File: src/pkg/pppc_pkg.sv
// shared constants and types of the parallel port pin control block
package pppc_pkg;
    // line counts: four bidirectional ports and two input-only ports
    localparam int N_BIDIR = 30;
    localparam int N_INONLY = 9;
    localparam int N_LINES = N_BIDIR + N_INONLY;
    // positions of each port inside the flat bidirectional vector
    localparam int PORT_A_LSB = 0;
    localparam int PORT_A_W = 11;
    localparam int PORT_B_LSB = 11;
    localparam int PORT_B_W = 2;
    localparam int PORT_C_LSB = 13;
    localparam int PORT_C_W = 1;
    localparam int WIDE_BIDIR_PORT_LSB = 14;
    localparam int WIDE_BIDIR_PORT_W = 16;
    // positions of each port inside the flat input-only vector
    localparam int ANALOG_SHARED_INPUT_PORT_LSB = 0;
    localparam int ANALOG_SHARED_INPUT_PORT_W = 7;
    localparam int AUX_INPUT_PORT_LSB = 7;
    localparam int AUX_INPUT_PORT_W = 2;
    // peripheral input routing channels
    localparam int N_ROUTE = 4;
    localparam int ROUTE_W = 6;
    // register byte offsets
    localparam int ADDR_W = 12;
    localparam logic [11:0] LCTRL_BASE = 12'h000;
    localparam logic [11:0] OUT_OFS = 12'h100;
    localparam logic [11:0] OUT_SET_OFS = 12'h104;
    localparam logic [11:0] OUT_CLR_OFS = 12'h108;
    localparam logic [11:0] IN_BIDIR_OFS = 12'h10c;
    localparam logic [11:0] IN_ONLY_OFS = 12'h110;
    localparam logic [11:0] DIDIS_OFS = 12'h114;
    localparam logic [11:0] ROUTE_BASE = 12'h120;
    // line control field positions
    localparam int F_DIR = 0;
    localparam int F_OD = 1;
    localparam int F_PULL_EN = 2;
    localparam int F_PULL_UP = 3;
    localparam int F_SLOW = 4;
    localparam int F_STR_LSB = 5;
    localparam int F_SEL_LSB = 7;
    localparam int LCTRL_W = 9;
    // values after reset
    localparam logic [8:0] LCTRL_RST = 9'h000;
    localparam logic [1:0] STRENGTH_RST = 2'h0;
    localparam logic [31:0] OUT_RST = 32'h0000_0000;
    localparam logic [31:0] DIDIS_RST = 32'h0000_0000;
    localparam logic [5:0] ROUTE_RST = 6'h00;
    // output source of a bidirectional line
    typedef enum logic [1:0] {
        PPPC_SEL_GPIO,
        PPPC_SEL_ALT1,
        PPPC_SEL_ALT2,
        PPPC_SEL_ALT3
    } pppc_sel_e;
endpackage : pppc_pkg

File: src/pkg/pppc_pad_if.sv
// per-line driver settings passed from the register file to the pad driver stage
interface pppc_pad_if import pppc_pkg::*; #(
    parameter int N = N_BIDIR
);
    logic [N-1:0] dir;
    logic [N-1:0] od;
    logic [N-1:0] pull_en;
    logic [N-1:0] pull_up;
    logic [N-1:0] slow;
    logic [N-1:0] gpio;
    logic [N-1:0] alt1;
    logic [N-1:0] alt2;
    logic [N-1:0] alt3;
    logic [N-1:0][1:0] strength;
    pppc_sel_e [N-1:0] sel;
    modport ctl (output dir, od, pull_en, pull_up, slow, gpio, alt1, alt2, alt3, strength, sel);
    modport pad (input dir, od, pull_en, pull_up, slow, gpio, alt1, alt2, alt3, strength, sel);
endinterface : pppc_pad_if

File: src/hw/pppc_sync.sv
// two-stage synchroniser for pin input levels
module pppc_sync import pppc_pkg::*; #(
    parameter int W = N_LINES
) (
    input wire logic clk,
    input wire logic rst_n,
    input wire logic [W-1:0] d,
    output logic [W-1:0] q
);
    logic [W-1:0] meta_ff;
    logic [W-1:0] q_ff;

    always_ff @(posedge clk or negedge rst_n) begin
        if (!rst_n) begin
            meta_ff <= '0;
            q_ff <= '0;
        end else begin
            meta_ff <= d;
            q_ff <= meta_ff;
        end
    end

    assign q = q_ff;
endmodule : pppc_sync

File: src/hw/pppc_pad.sv
// pad driver stage: selects each line's output source and registers driver controls
module pppc_pad import pppc_pkg::*; #(
    parameter int N = N_BIDIR
) (
    input wire logic clk,
    input wire logic rst_n,
    pppc_pad_if.pad cfg,
    output logic [N-1:0] pin_o,
    output logic [N-1:0] pin_oe,
    output logic [N-1:0] pull_en,
    output logic [N-1:0] pull_up,
    output logic [N-1:0] slow,
    output logic [N-1:0][1:0] strength
);
    logic [N-1:0] src;
    logic [N-1:0] nxt_o;
    logic [N-1:0] nxt_oe;
    logic [N-1:0] o_ff;
    logic [N-1:0] oe_ff;
    logic [N-1:0] pull_en_ff;
    logic [N-1:0] pull_up_ff;
    logic [N-1:0] slow_ff;
    logic [N-1:0][1:0] strength_ff;

    always_comb begin
        for (int l = 0; l < N; l++) begin
            unique case (cfg.sel[l])
                PPPC_SEL_GPIO: src[l] = cfg.gpio[l];
                PPPC_SEL_ALT1: src[l] = cfg.alt1[l];
                PPPC_SEL_ALT2: src[l] = cfg.alt2[l];
                PPPC_SEL_ALT3: src[l] = cfg.alt3[l];
            endcase
        end
    end

    // input lines float; open-drain lines only pull low
    assign nxt_oe = cfg.dir & (~cfg.od | ~src);
    assign nxt_o = ~cfg.od & src;

    always_ff @(posedge clk or negedge rst_n) begin
        if (!rst_n) begin
            o_ff <= '0;
            oe_ff <= '0;
            pull_en_ff <= '0;
            pull_up_ff <= '0;
            slow_ff <= '0;
            strength_ff <= {N{STRENGTH_RST}};
        end else begin
            o_ff <= nxt_o;
            oe_ff <= nxt_oe;
            pull_en_ff <= cfg.pull_en;
            pull_up_ff <= cfg.pull_up;
            slow_ff <= cfg.slow;
            strength_ff <= cfg.strength;
        end
    end

    assign pin_o = o_ff;
    assign pin_oe = oe_ff;
    assign pull_en = pull_en_ff;
    assign pull_up = pull_up_ff;
    assign slow = slow_ff;
    assign strength = strength_ff;
endmodule : pppc_pad

File: src/hw/pppc_top.sv
// parallel port pin control: apb register file, pad drivers and input synchronisers
// Notes on behaviour
// - each bidirectional line has its own direction bit, written independently of others.
// - each line chooses push-pull or open-drain drive and switches its pull device.
// - each line chooses its output edge shape and driver current strength.
// - a line set as input has its output driver in high impedance.
// - under reset every pin is an input with all pull devices off.
// - software reads and modifies single port bits without touching the other lines.
// - every bidirectional line offers alternate functions, and peripheral inputs are routed by programming.
// - a line with no alternate function stays a general purpose line under software.
// - 39 lines, as four bidirectional ports and two input-only ports.
// - the analog-shared input-only port has 7 lines, no drivers, and feeds peripherals.
// - the widest bidirectional port has 16 lines carrying alternate functions.
// - each analog pin's digital input stage can be disabled on its own.
// - analog pins not used for conversion still read as digital inputs.
module pppc_top import pppc_pkg::*; #(
    parameter int NB = N_BIDIR,
    parameter int NI = N_INONLY
) (
    input wire logic pclk,
    input wire logic presetn,
    input wire logic psel,
    input wire logic penable,
    input wire logic pwrite,
    input wire logic [ADDR_W-1:0] paddr,
    input wire logic [31:0] pwdata,
    output logic [31:0] prdata,
    output logic pready,
    output logic pslverr,
    input wire logic [NB-1:0] bidir_pin_i,
    output logic [NB-1:0] bidir_pin_o,
    output logic [NB-1:0] bidir_pin_oe,
    output logic [NB-1:0] pad_pull_en,
    output logic [NB-1:0] pad_pull_up,
    output logic [NB-1:0] pad_slow_edge,
    output logic [NB-1:0][1:0] pad_strength,
    input wire logic [NI-1:0] input_pin_i,
    output logic [NI-1:0] input_dig_en,
    input wire logic [NB-1:0] alt1_out,
    input wire logic [NB-1:0] alt2_out,
    input wire logic [NB-1:0] alt3_out,
    output logic [NB+NI-1:0] line_level,
    output logic [N_ROUTE-1:0] routed_in
);
    function automatic logic at(input logic [ADDR_W-1:0] a, input logic [ADDR_W-1:0] ofs);
        return a == ofs;
    endfunction : at

    function automatic logic pick(input logic [NB+NI-1:0] lv, input logic [ROUTE_W-1:0] s);
        return (int'(s) < NB + NI) ? lv[s] : 1'b0;
    endfunction : pick

    logic [NB-1:0][LCTRL_W-1:0] lctrl_ff;
    logic [NB-1:0] out_ff;
    logic [NB-1:0] nxt_out;
    logic [NI-1:0] didis_ff;
    logic [NI-1:0] dig_en_ff;
    logic [N_ROUTE-1:0][ROUTE_W-1:0] route_ff;
    logic [N_ROUTE-1:0] routed_ff;
    logic [N_ROUTE-1:0] nxt_routed;
    logic [31:0] prdata_ff;
    logic err_ff;
    logic [NB+NI-1:0] lvl;

    pppc_pad_if #(.N(NB)) pad_if ();

    // apb phase decode
    wire logic setup_ph = psel & ~penable;
    wire logic access_ph = psel & penable;
    wire logic acc_wr = access_ph & pwrite;
    wire logic [5:0] word_idx = paddr[7:2];
    wire logic [1:0] route_idx = paddr[3:2];
    wire logic hit_lctrl = (paddr[11:8] == LCTRL_BASE[11:8]) && (paddr[1:0] == 2'h0)
        && (int'(word_idx) < NB);
    wire logic hit_out = at(paddr, OUT_OFS);
    wire logic hit_set = at(paddr, OUT_SET_OFS);
    wire logic hit_clr = at(paddr, OUT_CLR_OFS);
    wire logic hit_inb = at(paddr, IN_BIDIR_OFS);
    wire logic hit_ini = at(paddr, IN_ONLY_OFS);
    wire logic hit_didis = at(paddr, DIDIS_OFS);
    wire logic hit_route = (paddr[11:4] == ROUTE_BASE[11:4]) && (paddr[1:0] == 2'h0);
    wire logic mapped = hit_lctrl | hit_out | hit_set | hit_clr | hit_inb | hit_ini
        | hit_didis | hit_route;

    // write strobes take effect at the access edge
    wire logic wr_lctrl = acc_wr & hit_lctrl;
    wire logic wr_out = acc_wr & hit_out;
    wire logic wr_set = acc_wr & hit_set;
    wire logic wr_clr = acc_wr & hit_clr;
    wire logic wr_didis = acc_wr & hit_didis;
    wire logic wr_route = acc_wr & hit_route;
    wire logic [NB-1:0] wdata_nb = pwdata[NB-1:0];
    wire logic wdata_dir = pwdata[F_DIR];

    // bit-wise output update: whole word, set-only or clear-only
    assign nxt_out = wr_out ? wdata_nb
        : wr_set ? (out_ff | wdata_nb)
        : wr_clr ? (out_ff & ~wdata_nb)
        : out_ff;

    // read selection, captured in the setup cycle
    wire logic [31:0] rd_mux = hit_lctrl ? 32'(lctrl_ff[word_idx])
        : hit_out ? 32'(out_ff)
        : hit_inb ? 32'(lvl[NB-1:0])
        : hit_ini ? 32'(lvl[NB+:NI])
        : hit_didis ? 32'(didis_ff)
        : hit_route ? 32'(route_ff[route_idx])
        : 32'h0000_0000;

    always_ff @(posedge pclk or negedge presetn) begin
        if (!presetn) begin
            lctrl_ff <= {NB{LCTRL_RST}};
            out_ff <= OUT_RST[NB-1:0];
        end else begin
            if (wr_lctrl) begin
                lctrl_ff[word_idx] <= pwdata[LCTRL_W-1:0];
            end
            out_ff <= nxt_out;
        end
    end

    always_ff @(posedge pclk or negedge presetn) begin
        if (!presetn) begin
            didis_ff <= DIDIS_RST[NI-1:0];
            dig_en_ff <= '1;
            route_ff <= {N_ROUTE{ROUTE_RST}};
            routed_ff <= '0;
        end else begin
            if (wr_didis) begin
                didis_ff <= pwdata[NI-1:0];
            end
            dig_en_ff <= ~didis_ff;
            if (wr_route) begin
                route_ff[route_idx] <= pwdata[ROUTE_W-1:0];
            end
            routed_ff <= nxt_routed;
        end
    end

    always_ff @(posedge pclk or negedge presetn) begin
        if (!presetn) begin
            prdata_ff <= 32'h0000_0000;
            err_ff <= 1'b0;
        end else if (setup_ph) begin
            prdata_ff <= pwrite ? 32'h0000_0000 : rd_mux;
            err_ff <= ~mapped;
        end
    end

    // each routed peripheral input picks one synchronised line
    always_comb begin
        for (int k = 0; k < N_ROUTE; k++) begin
            nxt_routed[k] = pick(lvl, route_ff[k]);
        end
    end

    // line control fields towards the pad driver stage
    always_comb begin
        for (int l = 0; l < NB; l++) begin
            pad_if.dir[l] = lctrl_ff[l][F_DIR];
            pad_if.od[l] = lctrl_ff[l][F_OD];
            pad_if.pull_en[l] = lctrl_ff[l][F_PULL_EN];
            pad_if.pull_up[l] = lctrl_ff[l][F_PULL_UP];
            pad_if.slow[l] = lctrl_ff[l][F_SLOW];
            pad_if.strength[l] = lctrl_ff[l][F_STR_LSB+:2];
            pad_if.sel[l] = pppc_sel_e'(lctrl_ff[l][F_SEL_LSB+:2]);
        end
    end

    assign pad_if.gpio = out_ff;
    assign pad_if.alt1 = alt1_out;
    assign pad_if.alt2 = alt2_out;
    assign pad_if.alt3 = alt3_out;

    pppc_pad #(.N(NB)) u_pad (
        .clk(pclk),
        .rst_n(presetn),
        .cfg(pad_if.pad),
        .pin_o(bidir_pin_o),
        .pin_oe(bidir_pin_oe),
        .pull_en(pad_pull_en),
        .pull_up(pad_pull_up),
        .slow(pad_slow_edge),
        .strength(pad_strength)
    );

    // disabled digital stages read as low; input-only lines have no driver
    wire logic [NI-1:0] in_gated = input_pin_i & ~didis_ff;

    pppc_sync #(.W(NB+NI)) u_sync (
        .clk(pclk),
        .rst_n(presetn),
        .d({in_gated, bidir_pin_i}),
        .q(lvl)
    );

    assign line_level = lvl;
    assign routed_in = routed_ff;
    assign input_dig_en = dig_en_ff;
    assign prdata = prdata_ff;
    assign pready = access_ph;
    assign pslverr = access_ph & err_ff;

    logic [NB-1:0] dir_vec;
    logic [NB-1:0] od_vec;
    logic [NB-1:0] gpio_vec;
    logic [NB-1:0] alt1_vec;
    always_comb begin
        for (int l = 0; l < NB; l++) begin
            dir_vec[l] = lctrl_ff[l][F_DIR];
            od_vec[l] = lctrl_ff[l][F_OD];
            gpio_vec[l] = lctrl_ff[l][F_SEL_LSB+:2] == 2'h0;
            alt1_vec[l] = lctrl_ff[l][F_SEL_LSB+:2] == 2'h1;
        end
    end
endmodule : pppc_top

File: config.mk
export PLATFORM = sky130hd
export DESIGN_NAME = pppc_top
export DESIGN_NICKNAME = d
export VERILOG_FILES = /design/src/pkg/pppc_pkg.sv /design/src/pkg/pppc_pad_if.sv /design/src/hw/pppc_sync.sv /design/src/hw/pppc_pad.sv /design/src/hw/pppc_top.sv
export SDC_FILE = /design/constraint.sdc
export NUM_CORES = 1
export LEC_CHECK = 0
export BUFFER_PORTS_ARGS = -buffer_cell sky130_fd_sc_hd__buf_2
export CORE_MARGIN = 2
export CORE_UTILIZATION = 30
export DETAILED_ROUTE_END_ITERATION = 10
export PLACE_DENSITY = 0.53
export SYNTH_ARGS = -nofsm -noshare
export SYNTH_HDL_FRONTEND = slang
export SYNTH_SLANG_ARGS = --single-unit
File: constraint.sdc
create_clock -name pclk -period 2.45 [get_ports pclk]
set_clock_uncertainty 0.05 [all_clocks]
set_input_delay 0.3675 -clock pclk [delete_from_list [all_inputs] [get_ports pclk]]
set_output_delay 0.3675 -clock pclk [all_outputs]
set_load 0.01 [all_outputs]
# [Word level (Yosys, flattened, before mapping)]
# Cells that the tools add are included.
[classes] magnitude_cmp=13 n_eq_ne=97 mux=62 n_bitwise=29 reduce_logical=38
[op_table] op="$bwmux W270" n=1
[op_table] op="$mux W30" n=7
[op_table] op="$eq A2 B2 Y1 const B" n=60
[op_table] op="$pmux W1 S4" n=30
[op_table] op="$and A30 B30 Y30" n=3
[op_table] op="$not A30 Y30" n=3
[op_table] op="$eq A12 B9 Y1 const B" n=6
[op_table] op="$logic_not A2 Y1" n=31
[op_table] op="$eq A2 B1 Y1 const B" n=30
[op_table] op="$or A30 B30 Y30" n=2
[op_table] op="$bmux W9 S5" n=1
[op_table] op="$demux W9 S5" n=1
[op_table] op="$mux W9" n=4
[op_table] op="$lt A6 B6 Y1 const B" n=5
[op_table] op="$lt A6 B7 Y1 const B" n=4
[op_table] op="$bmux W1 S6" n=4
[op_table] op="$bwmux W24" n=1
[op_table] op="$mux W6" n=3
[op_table] op="$bmux W6 S2" n=1
[op_table] op="$demux W6 S2" n=1
[op_table] op="$and A1 B1 Y1" n=10
[op_table] op="$and A9 B9 Y9" n=1
[op_table] op="$not A9 Y9" n=1
[op_table] op="$eq A8 B5 Y1 const B" n=1
[op_table] op="other kinds (10)" n=28
[totals] ff_bits=667 in_bits=178 word_cells=316

# [Depth between registers and ports, before layout]
# Gate-level depths: netlist of the first run.
[depth] depth_word=11 mapped_depth=9

# [Hierarchy]
# From an unflattened synthesis of the first run, not the netlist that was laid out.
[hier_totals] hier_cells=1803 hier_area_um2=27582.7
[by_module_without_submodules] mod="pppc_top" instances=1 cells_per_inst=1425 area_per_inst_um2=18949.4 seq_area_each_um2=9445.3
[by_module_without_submodules] mod="pppc_pad" instances=1 cells_per_inst=300 area_per_inst_um2=6681.4 seq_area_each_um2=5255.0
[by_module_without_submodules] mod="pppc_sync" instances=1 cells_per_inst=78 area_per_inst_um2=1951.9 seq_area_each_um2=1951.9

# [Worst setup path after synthesis of the first run]
# OpenSTA, ideal clock, no wires.
[synth_timing] path_type="input -> register" from="input port paddr[4]" to="register lctrl_ff, in the netlist dir_vec[29]" setup_ps=125 arrival_time_ps=2394 t_required_ps=2275 path_slack_ps=-118 stages=8 path_buffers=3 path_cell_list="buf_2 and2_1 clkbuf_1 a311o_1 buf_2 nor3_2 nand3_2 mux2_2"
[synth_via] elab_chain_len=5 elab_cells_between_ends=9 classes_between="order compare (3); mux (3); bitwise (1); reduce/logical (2)"
[synth_rtl] element="start, declared" line_no="pppc_top.sv:25" text="input wire logic [ADDR_W-1:0] paddr,"
[synth_rtl] element="$ge A6 B1 Y1 (implied by the code) or $lt A6 B6 Y1 (tied branches)" line_no="pppc_top.sv:116" text="lctrl_ff[word_idx] <= pwdata[LCTRL_W-1:0];"
[synth_rtl] element="$logic_and A1 B1 Y1 (implied by the code)" line_no="pppc_top.sv:116"
[synth_rtl] element="$mux W9 (implied by the code)" line_no="pppc_top.sv:116"
[synth_rtl] element="$demux W9 S5" line_no="pppc_top.sv:116"
[synth_rtl] element="$bwmux W270" line_no="pppc_top.sv:116"
[synth_rtl] element="end signal, assigned" line_no="pppc_top.sv:112" text="lctrl_ff <= {NB{LCTRL_RST}};"
[synth_rtl] element="end signal, assigned by index" line_no="pppc_top.sv:116"
[synth_rtl] element="end, declared" line_no="pppc_top.sv:53" text="logic [NB-1:0][LCTRL_W-1:0] lctrl_ff;"
# Several ways; a longest one is shown, not always the timed one.
# A chain may end at the register's enable or synchronous reset.

# [Worst setup path in the final report of the first run]
[layout_timing] from="register route_ff[6] in the netlist's numbering" to="register routed_ff[1] (netlist: routed_in[1])"
[layout_via] elab_chain_len=3 elab_cells_between_ends=4 classes_between="order compare (1); mux (3)"
[layout_rtl] element="start, declared" line_no="pppc_top.sv:58" text="logic [N_ROUTE-1:0][ROUTE_W-1:0] route_ff;"
[layout_rtl] element="start signal, assigned" line_no="pppc_top.sv:126" text="route_ff <= {N_ROUTE{ROUTE_RST}};"
[layout_rtl] element="start signal, assigned by index" line_no="pppc_top.sv:134" text="route_ff[route_idx] <= pwdata[ROUTE_W-1:0];"
[layout_rtl] element="$bmux W1 S6" line_no="pppc_top.sv:50" text="return (int'(s) < NB + NI) ? lv[s] : 1'b0;"
[layout_rtl] element="$mux W1 (implied by the code)" line_no="pppc_top.sv:50"
[layout_rtl] element="$mux W1 *" line_no="pppc_top.sv:50"
[layout_rtl] element="net nxt_routed[1]" line_no="pppc_top.sv:60" text="logic [N_ROUTE-1:0] nxt_routed;"
[layout_rtl] element="end signal, assigned" line_no="pppc_top.sv:136" text="routed_ff <= nxt_routed;"
[layout_rtl] element="end, declared" line_no="pppc_top.sv:59" text="logic [N_ROUTE-1:0] routed_ff;"
# The timed path passes the listed nets; every way through them passes the cells marked *. The select of a mux whose other input is x is not followed.

==> flow_summary_export.csv, run 1 <==
group,metric,value,unit
final_layout,nets,2628,
worst_setup_path,critical_path_arrival,2.68,ns
placed_design,place_congestion,0.895,
sta,period_minus_slack,2.26,ns
worst_setup_path,start_kind,"flip-flop",
yosys,yosysTopAreaCell,"dfrtp_1",
power,p_per_area,683,nW/um^2
yosys,async_flop_share,1.00,
yosys,ys_types,64,
min_path,hold_class,"in2reg",
detailed_routing,dr.pass1.iters,5,
yosys,ys_seq_area_frac,0.616,
floorplanning,num_rows,110,
global_route,grtUsageTotal,0.218,
clocking,clk_pin_slew,0.06,ns
yosys,synth_top_area_share,0.607,
final_layout,seqCellArea,16700,um^2
final_layout,areaGrowthSynthToFinish,30.5,%
clocking,clockRootBuffer,"clkbuf_16",
detailed_routing,drt_iter0_drc,1405,
placed_design,place_hpwl,77.3,mm
floorplanning,start_util,0.301,
detailed_routing,wl_per_cell,27.6,um
yosys,netlist_area,27000,um^2
flow_run,max_cap_violations,0,
global_route,grt_pass1_wl,145,mm
floorplanning,die_area,92600,um^2
clocking,post_cts_resized,0,
sta,whs,0.0417,ns
sta,max-slew-margin-rel,0.517,
global_route,grt_overflow,0,
detailed_routing,final_antenna_net_count,0,
yosys,avgSynthCellArea,15.1,um^2
clocking,cts_setup_buffers,0,
worst_setup_path,path_class,"reg2reg",
clocking,cts_tree,"built",
final_layout,multi_input_area,9940,um^2
detailed_routing,route.vias.total,18895,
power,peakVddDrop,491,uV
detailed_routing,routed_wl,102,mm
placed_design,port-buffer-count,469,
floorplanning,core-area,89700,um^2
sta,rsz0062_at_grt,"no",
final_layout,drive_above_1_share,0.483,
floorplanning,die_y,304,um
final_layout,mostFrequentLayoutCells,"656 x dfrtp_1, 467 x buf_2, 308 x mux2_2",
clocking,cts_sinks,665,
yosys,yosys-top-cells-area,"dfrtp_1 61%, mux2_2 13%, mux4_2 7.7%, mux2i_1 4.4%, a22oi_1 1.6%",
detailed_routing,drt-vias-per-instance,5.13,
final_layout,fillerInstances,8454,
sta,tightest_slew,0.725,ns
yosys,synth-seq-cells,665,
worst_setup_path,endpoint_kind,"flip-flop",
sta,fin_crit_sh,0.921,
sta,slew_viol_final,0,
clocking,htree_levels,3,
power,design_power_total,24.1,mW
sta,hold_viol_final,0,
global_route,grt_antenna_before_repair,3,
worst_setup_path,crit_path_max_fanout,13,
clocking,holdBufCountCts,62,
final_layout,final_common_cell,"dfrtp_1",
outcome,status,"complete, no violations",
floorplanning,boundaryPins,474,
yosys,ys_warn_count,0,
yosys,netlist_instances,1795,
worst_setup_path,cp.required,2.88,ns
detailed_routing,drc,0,
floorplanning,die_w,304,um
global_route,grt_max_degree,105,
yosys,ys.flop_type,"dfrtp_1",
yosys,synth-edff-count,0,
power,leakage,17.6,nW
clocking,cts_buffer_depth,3,
clocking,clk_latency,0.64,ns
sta,setup_viol,0,
clocking,cts_buffers,74,
global_route,grt_pass1_vias,19752,
sta,clock.fmax,0.443,GHz
==> per-stage QoR <==
step | setup TNS [ns] | cells | area, um^2 | setup WS (ns) | util
floorplan | -0.532 | 1796 | 27100 | -0.0118 | -
global placement | -2.57 | 3488 | 32100 | -0.295 | 0.358
detailed placement | -3.16 | 3488 | 32100 | -0.342 | 0.358
CTS | 0 | 3684 | 35300 | 0.186 | 0.393
global route | 0 | 3684 | 35300 | 0.0961 | 0.393
finish | 0 | 3686 | 35300 | 0.193 | 0.393
==> final cells by class <==
class / count / area share
well taps: 1176 / 0.0417
multi-input cells: 1004 / 0.282
inverters: 11 / 0.00117
repair buffers: 694 / 0.131
flip-flops and latches: 665 / 0.472
clock inverters: 34 / 0.0134
clock buffers: 100 / 0.0592
diodes: 2 / 0.000142
==> registers in the layout, indices dropped and copies added (netlist names), named ones only <==
register        flops
prdata             30
err_ff              1
routed_in           4
didis_ff            9
u_pad.pin_oe       30
u_pad.pull_up      30
u_sync.q           39
u_pad.strength     60
input_dig_en        9
route_ff           24
u_pad.pin_o        30
u_sync.meta_ff     39
dir_vec            30
u_pad.slow         30
u_pad.pull_en      30
lctrl_ff          240
==> worst max-delay path, stage by stage, from the launching register on <==
cell and delay [ns]:
dfrtp_1 0.81, mux4_2 0.60, mux2i_1 0.26, mux4_2 0.29, o22ai_1 0.10
==> where the power goes <==
part           internal (mW)  switching [mW]
Clock                   6.83            4.75
Sequential              11.1          0.0932
Combinational          0.537           0.830
==> kinds of logic after synthesis <==
kind of cell | synth area share
and+or+nand+nor | 0.0490
DFF | 0.616
muxes | 0.250
other | 0.000139
buffers and inverters | 0.0186
AOI/OAI and AO/OA | 0.0664
==> synth_stat cells, types with 4 or more instances <==
cell type / count
inv_1: 10
or3b_2: 6
a32oi_1: 9
nor4_1: 4
nand2_2: 28
and2_1: 4
dfrtp_1: 656
nand2b_1: 5
nor3_1: 9
clkbuf_1: 80
nor2_1: 18
a22o_1: 33
nor2b_1: 44
nand3_1: 13
o221ai_1: 6
mux2_2: 309
a21boi_0: 30
o21ai_0: 65
and3_1: 5
dfstp_2: 9
nand4_1: 11
mux2i_1: 118
buf_2: 14
mux4_2: 92
nor4bb_1: 6
a22oi_1: 59
a21oi_1: 14
o211ai_1: 4
o22ai_1: 5
nand2_1: 52
buf_1: 20
==> per-layer routing <==
layer / share of wire / up-vias / GRT usage
met1: 0.44 / 10110 / 0.302
met5: 0.00026 / - / 0
li1: - / 7967 / -
met2: 0.48 / 718 / 0.354
met4: 0.017 / 4 / 0.0479
met3: 0.061 / 96 / 0.0427
==> final timing paths <==
path	start	end	slack, ns	cells after the start
worst max register to register	route_ff[6]	routed_in[1]	0.19	4
worst min register to register	u_sync.meta_ff[5]	u_sync.q[5]	0.30	0
min in group asynchronous	presetn	u_sync.meta_ff[38]	0.21	2
worst min-delay path	pwdata[7]	didis_ff[7]	0.04	2
max in group asynchronous	presetn	lctrl_ff[84]	1.19	3
worst max-delay path	route_ff[6]	routed_in[1]	0.19	4
Note: power is estimated with default switching activity, not from simulation.
==> run 2: changes to the inputs <==
Settings changed: SYNTH_HIERARCHICAL set to 1.
==> flow_summary_export.csv, run 2 <==
group,metric,value,unit
outcome,status,"complete, no violations",
final_layout,finalInstanceArea,36100,um^2
sta,period_minus_slack,2.22,ns
global_route,grt_overflow,0,
yosys,ys_types,64,
global_route,top_usage_layer,"met2",
placed_design,dp.cells,3525,
worst_setup_path,endpoint_kind,"flip-flop",
placed_design,placed_cell_area,32800,um^2
placed_design,port-buffer-count,469,
global_route,grtUsageMet2,0.368,
yosys,yosysMostFrequentCell,"dfrtp_1",
power,design_power_total,24.4,mW
yosys,synthXorXnorAreaFrac,0,
sta,slew_viol_final,0,
yosys,ys.flop_type,"dfrtp_1",
global_route,grtUsageTotal,0.217,
yosys,netlist_instances,1803,
global_route,gr-usage-met3,0.0385,
min_path,hold_class,"in2reg",
floorplanning,boundaryPins,474,
worst_setup_path,cp.required,2.88,ns
detailed_routing,final_antenna_net_count,0,
yosys,synth-simple-area-share,0.0638,
yosys,synth-adder-area-share,0,
sta,fin_crit_sh,0.908,
yosys,yosysTopAreaCell,"dfrtp_1",
yosys,synth-edff-count,0,
final_layout,drive_above_1_share,0.504,
yosys,synth_top_family_by_area,"multiplexers",
global_route,grt_max_degree,94,
flow_run,max_cap_violations,0,
detailed_routing,routed_wl,103,mm
final_layout,final_common_cell,"dfrtp_1",
worst_setup_path,start_kind,"flip-flop",
floorplanning,die_area,94400,um^2
yosys,netlist_area,27600,um^2
clocking,clockRootBuffer,"clkbuf_16",
clocking,cts_sinks,665,
final_layout,top_register,"lctrl_ff",
final_layout,areaGrowthSynthToFinish,30.9,%
worst_setup_path,critical_path_arrival,2.65,ns
final_layout,fillerInstances,8562,
yosys,ys_warn_count,6,
sta,setup_ws,0.226,ns
global_route,grt_pass1_wl,147,mm
final_layout,nets,2655,
global_route,met1_usage,0.287,
global_route,grt_antenna_before_repair,4,
yosys,synth-seq-cells,665,
floorplanning,die_y,307,um
yosys,synthMuxAreaShare,0.235,
yosys,async_flop_share,1.00,
clocking,cts_buffers,75,
final_layout,fin_cells,3726,
floorplanning,core-area,91400,um^2
placed_design,place_congestion,0.946,
detailed_routing,wl_per_cell,27.6,um
sta,setup_viol,0,
detailed_routing,route.vias.total,19014,
worst_setup_path,max_stage_delay,0.79,ns
floorplanning,num_rows,111,
clocking,post_cts_resized,0,
yosys,ys_seq_area_frac,0.604,
placed_design,place_hpwl,78.4,mm
detailed_routing,drt-vias-per-instance,5.10,
yosys,synth_common_cells,"656 x dfrtp_1, 287 x mux2_2, 102 x mux4_2, 87 x mux2i_1, 69 x nand2_1",
global_route,grt_pass1_vias,20026,
floorplanning,start_util,0.302,
final_layout,seqCellArea,16700,um^2
final_layout,mostFrequentLayoutCells,"656 x dfrtp_1, 467 x buf_2, 287 x mux2_2",
final_layout,largest_reg_flops,240,
clocking,clk_latency,0.65,ns
floorplanning,die_w,307,um
power,p_per_area,675,nW/um^2
yosys,avgSynthCellArea,15.3,um^2
placed_design,pre_cts_ws,-0.168,ns
sta,max-slew-margin-rel,0.460,
sta,tightest_slew,0.799,ns
detailed_routing,dr.pass1.iters,7,
clocking,htree_levels,3,
power,leakage,18.2,nW
worst_setup_path,crit_path_max_fanout,13,
detailed_routing,drt_iter0_drc,1318,
yosys,synth-compound-area-share,0.0767,
worst_setup_path,cp_slowest_cell,"dfrtp_1",
clocking,cts_buffer_depth,3,
worst_setup_path,path_class,"reg2reg",
sta,hold_viol_final,0,
clocking,cts_setup_buffers,0,
worst_setup_path,crit_chain,"mux4_2 > a22oi_1 > nand4_1 > nand2_1 > o21ai_0",
clocking,clk_pin_slew,0.06,ns
final_layout,final_util,0.395,
detailed_routing,drc,0,
yosys,synth_top_area_share,0.595,
sta,rsz0062_at_grt,"no",
clocking,holdBufCountCts,61,
final_layout,multi_input_area,10400,um^2
power,peakVddDrop,464,uV
sta,clock.fmax,0.450,GHz
clocking,cts_tree,"built",
yosys,yosys-top-cells-area,"dfrtp_1 60%, mux2_2 12%, mux4_2 8.3%, mux2i_1 3.2%, a22oi_1 1.5%",
-- run 2: cell types whose count changed after synthesis, sizes merged, moves of 11 or more --
cell | before | now
nand2 | 80 | 91
clkbuf | 80 | 60
buf | 36 | 48
nor2 | 18 | 35
mux2 | 312 | 295
mux2i | 118 | 87
o21ai | 65 | 49
o21bai | 0 | 31
-- run 2: area by class of cell --
| type | instances | share of cell area |
|---|---|---|
| Clock inverter | 46 | 0.0166 |
| Inverter | 15 | 0.00156 |
| Multi-Input combinational cell | 1016 | 0.288 |
| Clock buffer | 92 | 0.0565 |
| Tap cell | 1186 | 0.0411 |
| Timing Repair Buffer | 704 | 0.135 |
| Antenna cell | 2 | 0.000139 |
| Sequential cell | 665 | 0.461 |
-- run 2: final timing paths --
check	startpoint	end	slack, ns	depth (start not counted)
max	route_ff[6]	routed_in[1]	0.23	5
min	pwdata[4]	didis_ff[4]	0.07	3
max reg2reg	route_ff[6]	routed_in[1]	0.23	5
min reg2reg	u_sync/meta_ff[12]	u_sync/q[12]	0.30	0
max in group asynchronous	presetn	lctrl_ff[78]	1.26	4
min in group asynchronous	presetn	u_pad/pin_o[2]	0.20	2
-- run 2: stage by stage --
step / setup TNS (ns) / hold WS [ns]
6_report: 0 / 0.0698
5_1_grt: 0 / 0.0711
4_1_cts: 0 / 0.0347
3_5_place_dp: -6.82 / 0.285
3_3_place_gp: -5.84 / 0.282
2_1_floorplan: 0 / 0.0219
-- run 2: where the power goes --
part | leakage [nW] | switching (mW) | internal (mW)
Combinational | 7.86 | 0.791 | 0.543
Clock | 1.28 | 4.96 | 6.92
Sequential | 9.06 | 0.0961 | 11.1
Total | 18.2 | 5.85 | 18.5
-- run 2: critical path, delay by kind of cell, from the launching register on --
family	cells	cell delay (ns)
simple gates	2	0.23
flops	1	0.79
compound gates	2	0.38
mux	1	0.58
-- run 2: layer usage --
metal,vias to the layer above,share of wire
met5,-,0.00013
met4,2,0.025
met3,133,0.058
met2,716,0.49
met1,10084,0.42
li1,8079,-
-- run 2: cells by family after synthesis --
group	Yosys count
compound gates	278
flops	665
simple gates	252
other cells	1
mux	484
buf+inv	123
==> run 3: changes to the inputs <==
Settings changed: PLACE_DENSITY 0.53 to unset.
==> flow_summary_export.csv, run 3 (synthesis gave the netlist of run 2 again) <==
group,metric,value,unit
sta,max-slew-margin-rel,0.140,
global_route,met1_usage,0.277,
global_route,grt_overflow,0,
detailed_routing,wl_per_cell,27.8,um
floorplanning,core-area,91400,um^2
global_route,top_usage_layer,"met2",
worst_setup_path,start_kind,"flip-flop",
power,p_seq_frac,0.459,
sta,clock.fmax,0.447,GHz
outcome,status,"complete, no violations",
worst_setup_path,crit_path_max_fanout,13,
detailed_routing,route.vias.total,19206,
worst_setup_path,path_depth,5,
global_route,grt_pass1_vias,20046,
final_layout,drive_above_1_share,0.502,
sta,tightest_slew,1.28,ns
worst_setup_path,worstSetupEndpoint,"routed_in[1]",
min_path,hold_class,"in2reg",
worst_setup_path,path_buf_inv,0,
final_layout,seqCellArea,16700,um^2
sta,rsz0062_at_grt,"no",
detailed_routing,final_antenna_net_count,0,
worst_setup_path,path_class,"reg2reg",
worst_setup_path,reg2reg_slack,0.21,ns
floorplanning,die_area,94400,um^2
final_layout,largest_reg_flops,240,
sta,hold_viol_final,0,
sta,setup_tns,0,ns
clocking,cts_buffer_depth,3,
sta,setup_viol,0,
detailed_routing,drt-vias-per-instance,5.15,
detailed_routing,drc,0,
sta,period_minus_slack,2.24,ns
detailed_routing,dr.pass1.iters,7,
clocking,cts_sinks,665,
detailed_routing,routed_wl,104,mm
power,p_per_area,672,nW/um^2
power,pwr-share-comb,0.054,
sta,slew_viol_final,0,
worst_setup_path,endpoint_kind,"flip-flop",
power,peakVddDrop,593,uV
placed_design,port-buffer-count,469,
power,leakage,18.2,nW
clocking,htree_levels,3,
final_layout,fillerInstances,8536,
floorplanning,boundaryPins,474,
worst_setup_path,r2r_end,"routed_in[1]",
floorplanning,start_util,0.302,
final_layout,multi_input_area,10400,um^2
power,p_sw_frac,0.233,
detailed_routing,drt_iter0_drc,1407,
final_layout,nets,2660,
clocking,clk_pin_slew,0.06,ns
global_route,grt_max_degree,87,
global_route,grtUsageTotal,0.218,
clocking,clockRootBuffer,"clkbuf_16",
worst_setup_path,critical_path_arrival,2.63,ns
sta,fin_crit_sh,0.912,
floorplanning,die_y,307,um
clocking,cts_setup_buffers,0,
worst_setup_path,cp.required,2.85,ns
clocking,cts_tree,"built",
final_layout,top_register,"lctrl_ff",
global_route,grtUsageMet2,0.367,
global_route,gr-usage-met3,0.0505,
power,p_switching,5.67,mW
worst_setup_path,crit_chain,"mux4_2 > a22oi_1 > nand4_1 > nand2_1 > o21ai_0",
final_layout,final_common_cell,"dfrtp_1",
worst_setup_path,crit_family,"flip-flops",
clocking,clk_latency,0.64,ns
worst_setup_path,r2r_cells,5,
power,pwr-share-clk,0.487,
final_layout,final_util,0.395,
placed_design,place_congestion,0.931,
clocking,cts_buffers,76,
flow_run,max_cap_violations,0,
worst_setup_path,max_stage_delay,0.81,ns
clocking,post_cts_resized,0,
final_layout,areaGrowthSynthToFinish,30.9,%
worst_setup_path,crit_path_start,"route_ff[6]",
worst_setup_path,cp_slowest_cell,"dfrtp_1",
final_layout,mostFrequentLayoutCells,"656 x dfrtp_1, 467 x buf_2, 287 x mux2_2",
power,p_int,18.6,mW
global_route,grt_pass1_wl,146,mm
global_route,grt_antenna_before_repair,11,
floorplanning,num_rows,111,
placed_design,place_hpwl,79.9,mm
floorplanning,die_w,307,um
worst_setup_path,r2r_start,"route_ff[6]",
-- run 3: cell types whose count changed in the layout (fill, tap and decap cells not counted) --
| cell | before | now |
|---|---|---|
| clkbuf_8 | 10 | 11 |
| inv_6 | 1 | 3 |
| buf_12 | 47 | 48 |
| buf_4 | 127 | 130 |
| diode_2 | 2 | 5 |
| clkinv_2 | 16 | 11 |
| clkbuf_1 | 7 | 13 |
| clkbuf_16 | 75 | 77 |
| inv_16 | 4 | 2 |
| clkinvlp_4 | 9 | 6 |
| clkinv_4 | 4 | 2 |
| clkinv_16 | 2 | 1 |
-- run 3: what timing repair did --
| action | CTS | global route |
|---|---|---|
| setup endpoints to repair | 0 | 0 |
| hold buffers | 61 | 0 |
| hold endpoints to repair | 329 | 0 |
-- run 3: layer usage --
layer,share of wire,vias to the layer above
met4,0.032,8
met2,0.49,773
met5,0.00045,-
met1,0.41,10175
met3,0.068,171
li1,-,8079
-- run 3: final cells by class --
class                           instances  area share
Tap cell                             1186      0.0411
Timing Repair Buffer                  708       0.136
Antenna cell                            5    0.000346
Clock inverter                         35      0.0133
Inverter                               15     0.00156
Clock buffer                          101      0.0589
Multi-Input combinational cell       1016       0.288
Sequential cell                       665       0.461
-- run 3: worst register-to-register path, delay by kind of cell (launching register included) --
family	cells	cell delay, ns
simple gates	2	0.21
flops	1	0.81
compound gates	2	0.38
mux	1	0.60
-- run 3: metrics by stage --
step	power (mW)	setup slack (ns)	area, um^2	hold WS [ns]	std cells
2_1_floorplan	11.7	0.225	27600	0.0219	1804
3_3_place_gp	12.6	-0.107	32900	0.219	3529
3_5_place_dp	12.6	-0.136	32900	0.224	3529
4_1_cts	24.6	0.184	36100	0.0401	3726
5_1_grt	25.0	0.0169	36100	0.0641	3726
6_report	24.3	0.215	36100	0.0945	3731
-- run 3: how the worst min path moves through the flow --
stage,to,startpoint,cells after the start
2_1_floorplan,asynchronous set/reset pin,presetn,0
3_3_place_gp,asynchronous set/reset pin,presetn,1
3_5_place_dp,asynchronous set/reset pin,presetn,1
4_1_cts,u_pad/pin_oe[14],alt1_out[14],3
5_1_grt,u_pad/pin_oe[29],alt3_out[29],3
6_report,u_pad/pin_oe[14],alt1_out[14],3
-- run 3: power groups by stage --
| stage | Combinational (mW) | Sequential [mW] | Clock, mW |
|---|---|---|---|
| CTS | 1.33 | 11.1 | 12.1 |
| floorplan | 0.413 | 11.3 | 0 |
| finish | 1.32 | 11.1 | 11.8 |
| detailed placement | 1.25 | 11.3 | 0 |
| global placement | 1.22 | 11.3 | 0 |
| global route | 1.42 | 11.1 | 12.5 |
